### src/logic/bdmd_pkg.sv
/*
 Package for the banked data memory decoder: map offsets, field positions,
 reset values and address ranges.
 Assumes nothing of its surroundings.
*/
package bdmd_pkg;
   localparam int BDMD_BANK_SIZE = 128;
   localparam logic [6:0] BDMD_OFS_INDIRECT = 7'h00;
   localparam logic [6:0] BDMD_OFS_PCL = 7'h02;
   localparam logic [6:0] BDMD_OFS_STATUS = 7'h03;
   localparam logic [6:0] BDMD_OFS_POINTER = 7'h04;
   localparam logic [6:0] BDMD_OFS_PCLATH = 7'h0a;
   localparam logic [6:0] BDMD_OFS_INTCTL = 7'h0b;
   localparam logic [6:0] BDMD_OFS_COMMON = 7'h70;
   localparam int BDMD_STAT_IRP = 7;
   localparam int BDMD_STAT_BANK_HI = 6;
   localparam int BDMD_STAT_BANK_LO = 5;
   localparam logic [7:0] BDMD_STATUS_RST = 8'h18;
   localparam logic [7:0] BDMD_POINTER_RST = 8'h00;
   localparam logic [7:0] BDMD_PCL_RST = 8'h00;
   localparam logic [7:0] BDMD_PCLATH_RST = 8'h00;
   localparam logic [7:0] BDMD_INTCTL_RST = 8'h00;
   localparam logic [7:0] BDMD_PCLATH_MASK = 8'h1f;
   localparam logic [8:0] BDMD_GPR0_LO = 9'h020;
   localparam logic [8:0] BDMD_GPR0_HI = 9'h07f;
   localparam logic [8:0] BDMD_GPR1_LO = 9'h0a0;
   localparam logic [8:0] BDMD_GPR1_HI = 9'h0ef;
   localparam logic [8:0] BDMD_GPR2_LO = 9'h120;
   localparam logic [8:0] BDMD_GPR2_HI = 9'h16f;
   // Bank 1 and bank 2 storage follow the 96 bank 0 bytes, so no two windows share a byte
   localparam logic [8:0] BDMD_RAM1_BASE = 9'h060;
   localparam logic [8:0] BDMD_RAM2_BASE = 9'h0b0;
   localparam int BDMD_RAM_DEPTH = 256;
   typedef enum logic [2:0] {
      BDMD_T_NONE,
      BDMD_T_INDIRECT,
      BDMD_T_CORE,
      BDMD_T_RAM,
      BDMD_T_PERIPH
   } bdmd_target_t;
endpackage

### src/logic/bdmd_decode_if.sv
/*
 Interface carrying a decoded data memory address between the top and the
 decode module.
 Assumes one clock domain; the decode is purely combinational.
*/
`timescale 1ns/10ps
`default_nettype none
interface bdmd_decode_if;
   import bdmd_pkg::*;
   logic [8:0] addr;
   bdmd_target_t target;
   logic [7:0] ram_index;
   logic [6:0] core_ofs;
   modport requester (output addr, input target, ram_index, core_ofs);
   modport decoder (input addr, output target, ram_index, core_ofs);
endinterface
`default_nettype wire

### src/logic/bdmd_decode.sv
/*
 Combinational map decode: classifies a 9-bit data memory address.
 Assumes the address is already formed from bank bits and offset.
*/
`timescale 1ns/10ps
`default_nettype none
module bdmd_decode (
   // Decode request and result
   bdmd_decode_if.decoder dec
);
   import bdmd_pkg::*;

   function automatic logic in_range(input logic [8:0] a, input logic [8:0] lo,
                                     input logic [8:0] hi);
      in_range = (a >= lo) && (a <= hi);
   endfunction

   logic [6:0] ofs;
   logic [1:0] bank;
   logic [8:0] rel;

   always_comb begin
      ofs = dec.addr[6:0];
      bank = dec.addr[8:7];
      rel = 9'h000;
      dec.target = BDMD_T_NONE;
      dec.ram_index = 8'h00;
      dec.core_ofs = ofs;
      if (ofs == BDMD_OFS_INDIRECT) begin
         dec.target = BDMD_T_INDIRECT;
      end else if (ofs == BDMD_OFS_PCL || ofs == BDMD_OFS_STATUS ||
                   ofs == BDMD_OFS_POINTER || ofs == BDMD_OFS_PCLATH ||
                   ofs == BDMD_OFS_INTCTL) begin
         dec.target = BDMD_T_CORE;
      end else if (ofs >= BDMD_OFS_COMMON) begin
         dec.target = BDMD_T_RAM;
         rel = {2'b00, ofs} - BDMD_GPR0_LO;
         dec.ram_index = rel[7:0];
      end else if (in_range(dec.addr, BDMD_GPR0_LO, BDMD_GPR0_HI)) begin
         dec.target = BDMD_T_RAM;
         rel = dec.addr - BDMD_GPR0_LO;
         dec.ram_index = rel[7:0];
      end else if (in_range(dec.addr, BDMD_GPR1_LO, BDMD_GPR1_HI)) begin
         dec.target = BDMD_T_RAM;
         rel = dec.addr - BDMD_GPR1_LO + BDMD_RAM1_BASE;
         dec.ram_index = rel[7:0];
      end else if (in_range(dec.addr, BDMD_GPR2_LO, BDMD_GPR2_HI)) begin
         dec.target = BDMD_T_RAM;
         rel = dec.addr - BDMD_GPR2_LO + BDMD_RAM2_BASE;
         dec.ram_index = rel[7:0];
      end else if (ofs < BDMD_GPR0_LO[6:0] && bank != 2'b11) begin
         // Peripheral slots of the special function area, served outside
         dec.target = BDMD_T_PERIPH;
      end
   end
endmodule
`default_nettype wire

### src/logic/bdmd_top.sv
/*
 Banked data memory decoder: bank selection, direct and indirect addressing,
 mirrored core registers, general purpose RAM and zero reads elsewhere.
 Assumes the core presents one access per cycle on the core clock.
*/
// Notes on behaviour
// - Status bits 6:5 pick the bank for direct access, 00 bank 0 to 11 bank 3.
// - Each bank holds 128 locations, offsets 00h to 7Fh.
// - Special function registers sit at the bottom of every bank from offset 00h.
// - RAM spans 20h-7Fh in bank 0, A0h-EFh in bank 1 and 120h-16Fh in bank 2.
// - Every location is reachable directly or through the pointer register.
// - Offset 00h of each bank is the indirect port and holds no storage.
// - Status, pointer, PC low, PC latch and interrupt control are shared by all banks.
// - Reads of unimplemented locations return zero.
`timescale 1ns/10ps
`default_nettype none
module bdmd_top #(
   parameter int RAM_DEPTH = bdmd_pkg::BDMD_RAM_DEPTH
) (
   // Clock and reset
   input wire logic i_clk,
   input wire logic i_rst_n,
   // Core access request
   input wire logic i_rd,
   input wire logic i_wr,
   input wire logic [6:0] i_dir_ofs,
   input wire logic [7:0] i_wdata,
   // Core side updates of core registers
   input wire logic i_pcl_ld,
   input wire logic [7:0] i_pcl,
   input wire logic i_flags_ld,
   input wire logic [4:0] i_flags,
   input wire logic [7:0] i_intctl_set,
   // Read answer
   output logic o_rvalid,
   output logic [7:0] o_rdata,
   // Peripheral slot access
   output logic o_per_rd,
   output logic o_per_wr,
   output logic [8:0] o_per_addr,
   output logic [7:0] o_per_wdata,
   input wire logic [7:0] i_per_rdata,
   // Core register view
   output logic [7:0] o_status,
   output logic [7:0] o_pointer,
   output logic [7:0] o_pcl,
   output logic [7:0] o_pclath,
   output logic [7:0] o_intctl
);
   import bdmd_pkg::*;

   logic [7:0] ram [RAM_DEPTH];
   logic [7:0] status_q;
   logic [7:0] pointer_q;
   logic [7:0] pcl_q;
   logic [7:0] pclath_q;
   logic [7:0] intctl_q;
   logic [8:0] dir_addr;
   logic [8:0] ind_addr;
   logic [8:0] eff_addr;
   logic [7:0] rd_d;
   logic wr_core;
   logic wr_ram;
   logic wr_status;
   logic wr_pointer;
   logic wr_pcl;
   logic wr_pclath;
   logic wr_intctl;

   // Write strobe of one core register; the offset alone picks it in every bank
   function automatic logic core_hit(input logic wr, input logic [6:0] ofs,
                                     input logic [6:0] want);
      core_hit = wr && ofs == want;
   endfunction

   bdmd_decode_if dec_if ();

   bdmd_decode u_decode (
      .dec(dec_if)
   );

   // Bank bits pick the bank of a direct access
   assign dir_addr = {status_q[BDMD_STAT_BANK_HI], status_q[BDMD_STAT_BANK_LO],
                      i_dir_ofs};
   assign ind_addr = {status_q[BDMD_STAT_IRP], pointer_q};
   // The indirect port steers the access through the pointer
   assign eff_addr = (i_dir_ofs == BDMD_OFS_INDIRECT) ? ind_addr : dir_addr;
   assign dec_if.addr = eff_addr;

   // A nested indirect access lands on the port again and does nothing
   assign wr_core = i_wr && dec_if.target == BDMD_T_CORE;
   assign wr_ram = i_wr && dec_if.target == BDMD_T_RAM;
   // A core write wins over the core's own flag and counter loads
   assign wr_status = core_hit(wr_core, dec_if.core_ofs, BDMD_OFS_STATUS);
   assign wr_pointer = core_hit(wr_core, dec_if.core_ofs, BDMD_OFS_POINTER);
   assign wr_pcl = core_hit(wr_core, dec_if.core_ofs, BDMD_OFS_PCL);
   assign wr_pclath = core_hit(wr_core, dec_if.core_ofs, BDMD_OFS_PCLATH);
   assign wr_intctl = core_hit(wr_core, dec_if.core_ofs, BDMD_OFS_INTCTL);

   always_ff @(posedge i_clk or negedge i_rst_n) begin
      if (!i_rst_n) begin
         status_q <= BDMD_STATUS_RST;
      end else if (wr_status) begin
         status_q <= i_wdata;
      end else if (i_flags_ld) begin
         status_q[4:0] <= i_flags;
      end
   end

   always_ff @(posedge i_clk or negedge i_rst_n) begin
      if (!i_rst_n) begin
         pointer_q <= BDMD_POINTER_RST;
      end else if (wr_pointer) begin
         pointer_q <= i_wdata;
      end
   end

   // Only the low five bits of the latch exist; the rest read as zero
   always_ff @(posedge i_clk or negedge i_rst_n) begin
      if (!i_rst_n) begin
         pclath_q <= BDMD_PCLATH_RST;
      end else if (wr_pclath) begin
         pclath_q <= i_wdata & BDMD_PCLATH_MASK;
      end
   end

   always_ff @(posedge i_clk or negedge i_rst_n) begin
      if (!i_rst_n) begin
         pcl_q <= BDMD_PCL_RST;
      end else if (wr_pcl) begin
         pcl_q <= i_wdata;
      end else if (i_pcl_ld) begin
         pcl_q <= i_pcl;
      end
   end

   // Hardware set wins over a software write of the same bit
   always_ff @(posedge i_clk or negedge i_rst_n) begin
      if (!i_rst_n) begin
         intctl_q <= BDMD_INTCTL_RST;
      end else if (wr_intctl) begin
         intctl_q <= i_wdata | i_intctl_set;
      end else begin
         intctl_q <= intctl_q | i_intctl_set;
      end
   end

   // RAM has no reset; its contents are unknown until written
   always_ff @(posedge i_clk) begin
      if (wr_ram) begin
         ram[dec_if.ram_index] <= i_wdata;
      end
   end

   always_comb begin
      case (dec_if.target)
         BDMD_T_CORE: begin
            case (dec_if.core_ofs)
               BDMD_OFS_PCL: rd_d = pcl_q;
               BDMD_OFS_STATUS: rd_d = status_q;
               BDMD_OFS_POINTER: rd_d = pointer_q;
               BDMD_OFS_PCLATH: rd_d = pclath_q;
               BDMD_OFS_INTCTL: rd_d = intctl_q;
               default: rd_d = 8'h00;
            endcase
         end
         BDMD_T_RAM: rd_d = ram[dec_if.ram_index];
         BDMD_T_PERIPH: rd_d = 8'h00;
         default: rd_d = 8'h00;
      endcase
   end

   always_ff @(posedge i_clk or negedge i_rst_n) begin
      if (!i_rst_n) begin
         o_rvalid <= 1'b0;
      end else begin
         o_rvalid <= i_rd;
      end
   end

   // Data is zero outside a read answer so nothing stale reaches the core
   always_ff @(posedge i_clk or negedge i_rst_n) begin
      if (!i_rst_n) begin
         o_rdata <= 8'h00;
      end else begin
         o_rdata <= i_rd ? rd_d : 8'h00;
      end
   end

   // Strobes toward the peripheral slots outside this block
   always_ff @(posedge i_clk or negedge i_rst_n) begin
      if (!i_rst_n) begin
         o_per_rd <= 1'b0;
         o_per_wr <= 1'b0;
      end else begin
         o_per_rd <= i_rd && dec_if.target == BDMD_T_PERIPH;
         o_per_wr <= i_wr && dec_if.target == BDMD_T_PERIPH;
      end
   end

   always_ff @(posedge i_clk or negedge i_rst_n) begin
      if (!i_rst_n) begin
         o_per_addr <= 9'h000;
         o_per_wdata <= 8'h00;
      end else begin
         o_per_addr <= eff_addr;
         o_per_wdata <= i_wdata;
      end
   end

   // Core register view straight from the registers
   assign o_status = status_q;
   assign o_pointer = pointer_q;
   assign o_pcl = pcl_q;
   assign o_pclath = pclath_q;
   assign o_intctl = intctl_q;

   // Peripheral read data is not returned; those slots read as zero here
   logic unused_per;
   assign unused_per = ^i_per_rdata;
endmodule
`default_nettype wire

### config.mk
export PLATFORM = sky130hd
export DESIGN_NAME = bdmd_top
export DESIGN_NICKNAME = d
export VERILOG_FILES = /design/src/logic/bdmd_pkg.sv /design/src/logic/bdmd_decode_if.sv /design/src/logic/bdmd_decode.sv /design/src/logic/bdmd_top.sv
export SDC_FILE = /design/constraint.sdc
export NUM_CORES = 2
export LEC_CHECK = 0
export ABC_AREA = 1
export ABC_CLOCK_PERIOD_IN_PS = 4100
export BUFFER_PORTS_ARGS = -buffer_cell sky130_fd_sc_hd__buf_4
export CORE_AREA = 2 2 471 473
export DETAILED_ROUTE_END_ITERATION = 12
export DIE_AREA = 0 0 473 475
export SYNTH_ARGS = -nofsm -noshare
export SYNTH_HDL_FRONTEND = slang
export SYNTH_SLANG_ARGS = --single-unit
### constraint.sdc
create_clock -name i_clk -period 4.1 [get_ports i_clk]
set_input_delay 0 -clock i_clk [delete_from_list [all_inputs] [get_ports i_clk]]
set_output_delay 0 -clock i_clk [all_outputs]
set_load 0.01 [all_outputs]
==> flow_summary.json <==
{
  "grt-ovfl-total": 0,
  "drv_cap": 0,
  "core_sq_um": 219000,
  "holdCritStartpoint": "i_flags_ld",
  "dp_slack_ns": -1.12,
  "ys_seq_elements": 2113,
  "worstMarginPinSlew_ns": 1.23,
  "timing.rr.end": "o_rdata[6]",
  "portBuffers": 106,
  "cts_tree": "yes",
  "synth_cell_type_count": 41,
  "synth.top_cell.area_share_pct": 66.9,
  "grt_pass1_vias": 64200,
  "netlist_area_sq_um": 91900,
  "ys_warn_count": 0,
  "fmax_ghz": 0.246,
  "grt_usage_pct": 24.7,
  "drive_gt1_share_pct": 15.4,
  "die_x_um": 473,
  "place.detailed.hpwl_um": 177000,
  "hold_depth": 5,
  "post-synth-top-area-cell": "edfxtp_1",
  "finalCritPeriodShare_pct": 99.0,
  "power_density_nw_per_um2": 426,
  "viasPerCell": 5.21,
  "worstHoldPathType": "input port to register",
  "cts.sinks": 2113,
  "r2r_slack_ns": 0.04,
  "route.detailed.drc": 0,
  "dr.pass1.iters": 8,
  "arrival_ns": 4.83,
  "rr_worst_depth": 26,
  "layout.area.seq_sq_um": 63100,
  "num_vias": 67600,
  "cellLeakagePower_nw": 47.3,
  "num-fill-cells": 19200,
  "wire_per_inst_um": 22.1,
  "die_h_um": 475,
  "setup-tns-final_ns": 0,
  "rows": 172,
  "antenna_found_initial": 16,
  "multi_input_area_sq_um": 23300,
  "grt_setup_unrepaired": "yes",
  "required_ns": 4.87,
  "hold_path_end": "o_status[0]",
  "maxSlewViolCount": 0,
  "status": "completed",
  "drtIter0Drc": 7913,
  "crit_path_end_kind": "register",
  "layout_setup_ws_ns": 0.0408,
  "start_kind": "register",
  "synth_cells": 9004,
  "nets": 9970,
  "setup_viol": 0,
  "hold_viol_final": 0,
  "die-area_sq_um": 225000,
  "relSlewSlack_pct": 17.4,
  "grt_pass1_wl_um": 414000,
  "syn_to_final_growth_pct": 22.0,
  "syn_area_per_cell_sq_um": 10.2,
  "vdd_ir_drop_max_mv": 0.306,
  "yosysSeqAreaShare_pct": 68.7,
  "grt_max_degree": 117,
  "cts.clk_slew.worst_paths_ns": 0.07,
  "cp_max_fo": 11,
  "fin_hold_ws_ns": 0.105,
  "final_antenna_net_count": 0,
  "cts_max_level": 4,
  "io-pin-count": 118,
  "finClkSkew_ns": 0.0272,
  "cts_made_buffers": 204,
  "initial_core_util_pct": 42.0,
  "path_class": "register to register",
  "cts_root_buf": "clkbuf_16",
  "clockBufferDepth": 3,
  "synth_area_leaders": "edfxtp_1, nand2_1, inv_1",
  "wirelength_um": 287000,
  "place_congestion": 0.919,
  "r2r-start": "o_pointer[5]",
  "clk_latency_ns": 0.86,
  "finalCriticalPeriod_ns": 4.06
}
-- registers in the layout (all words and copies together) (netlist names) --
signal	count
o_rvalid	1
o_per_wr	1
o_pcl	8
o_status	8
o_pclath	5
o_per_wdata	8
o_rdata	8
ram	2048
o_per_rd	1
o_intctl	8
o_pointer	8
o_per_addr	9
-- metrics by stage --
| step | cells | power, mW | instance area [sq um] | utilization, % |
|---|---|---|---|---|
| final | 13000 | 47.8 | 112000 | 51.2 |
| after global routing | 13000 | 49.2 | 112000 | 51.2 |
| after CTS | 12900 | 47.7 | 111000 | 50.6 |
| after detailed placement | 12400 | 28.9 | 103000 | 46.9 |
| after global placement | 12400 | 28.9 | 103000 | 46.9 |
| after floorplan | 9006 | 26.4 | 91900 | - |
-- kinds of logic after synthesis --
| logic type | after synthesis | synth area share (%) |
|---|---|---|
| adder cells (fa/ha/maj) | 4 | 0.0544 |
| buffers and inverters | 1511 | 6.56 |
| flip-flops | 2113 | 68.7 |
| AO/OA/AOI/OAI | 1045 | 5.81 |
| XOR/XNOR | 2 | 0.0191 |
| other | 1 | 0.00408 |
| AND/OR/NAND/NOR | 4328 | 18.9 |
-- placed cells by master, fill, tap and decap left out, types with 63 or more instances in the layout --
cell type | synthesis | routed
a21oi_1 | 192 | 187
buf_12 | 0 | 116
buf_4 | 28 | 888
clkbuf_16 | 0 | 225
dfrtp_1 | 63 | 63
dlygate4sd3_1 | 0 | 91
edfxtp_1 | 2048 | 2048
inv_1 | 1013 | 1010
nand2_1 | 3262 | 3217
nand3_1 | 142 | 138
nand3b_1 | 202 | 202
nor2_1 | 647 | 606
o21ai_0 | 483 | 474
o21ai_1 | 331 | 319
-- critical path: stages, from the launching register on --
cell     delay (ns)
dfrtp_1        0.39
a21oi_2        0.18
inv_2          0.09
buf_4          0.14
ha_2           0.18
nand2_1        0.06
nor2_1         0.06
a21oi_2        0.21
nand2_4        0.12
o21ai_4        0.23
buf_12         0.20
buf_16         0.19
buf_4          0.14
nor2_4         0.05
buf_12         0.16
buf_4          0.17
nand2_1        0.05
nand2_1        0.05
o21ai_1        0.11
nand2_1        0.13
nor2_1         0.27
nor2_1         0.10
nor2_1         0.09
nand2_1        0.08
nand2_1        0.21
nand2_1        0.10
a21oi_1        0.15
-- Yosys cell counts, drive strengths merged --
| cell | number |
|---|---|
| nor3 | 40 |
| o221ai | 10 |
| conb | 1 |
| nand3b | 202 |
| edfxtp | 2048 |
| a211oi | 2 |
| ha | 4 |
| clkinv | 6 |
| a31oi | 9 |
| o211ai | 3 |
| buf | 237 |
| clkbuf | 242 |
| dfrtp | 63 |
| a21oi | 193 |
| nor4 | 2 |
| o21bai | 1 |
| xor2 | 2 |
| dfstp | 2 |
| a22o | 3 |
| o22ai | 4 |
| inv | 1026 |
| or2 | 2 |
| nor2 | 656 |
| nand3 | 144 |
| o21ai | 815 |
| a221oi | 5 |
| nand4 | 7 |
| nand2 | 3275 |
-- metal layers --
layer  GRT usage, %  wire length [um]  vias to the layer above  share of wire, %
met2           39.5            131000                     3065                46
met1           34.3            119000                    32800                42
met3           3.99             25500                      473               8.9
li1               -                 -                    31300                 -
met5              0                70                        -             0.024
met4           8.04             10700                       10               3.7
-- worst max path at each step --
stage                 endpoint          from  slack, ns  cells past startpoint
floorplan           ram[97][0]  o_pointer[5]       0.45                     20
global placement    o_rdata[6]  i_dir_ofs[2]      -0.97                     30
detailed placement  o_rdata[6]  i_dir_ofs[0]      -1.12                     30
CTS                 o_rdata[1]  o_pointer[4]     0.0005                     29
global route        o_rdata[5]  o_pointer[5]      -0.15                     28
finish              o_rdata[6]  o_pointer[5]       0.04                     26
-- where the power goes --
part	internal (mW)	leakage, nW	switching (mW)	total [mW]
logic	1.73	24.9	3.45	5.19
clock network	10.6	3.23	8.23	18.9
registers	23.7	19.2	0.0557	23.8
total	36.1	47.3	11.7	47.8
-- what timing repair did --
action | in CTS | in global routing
buffers inserted | 9 | 23
pin swaps | 6 | 38
hold buffers | 92 | 0
endpoints found under the hold margin | 1344 | 0
gates cloned | 8 | 20
setup endpoints to repair | 136 | 849
resized for setup | 71 | 147
-- area by class of cell --
class	instances	share of cell area, %
diodes	3	0.00669
clock buffers	240	4.73
clock inverters	138	1.18
inverters	1032	3.46
multi-input cells	5383	20.8
flip-flops and latches	2113	56.3
well taps	2871	3.20
repair buffers	1182	10.4
Power figures use the tool's default switching activity.
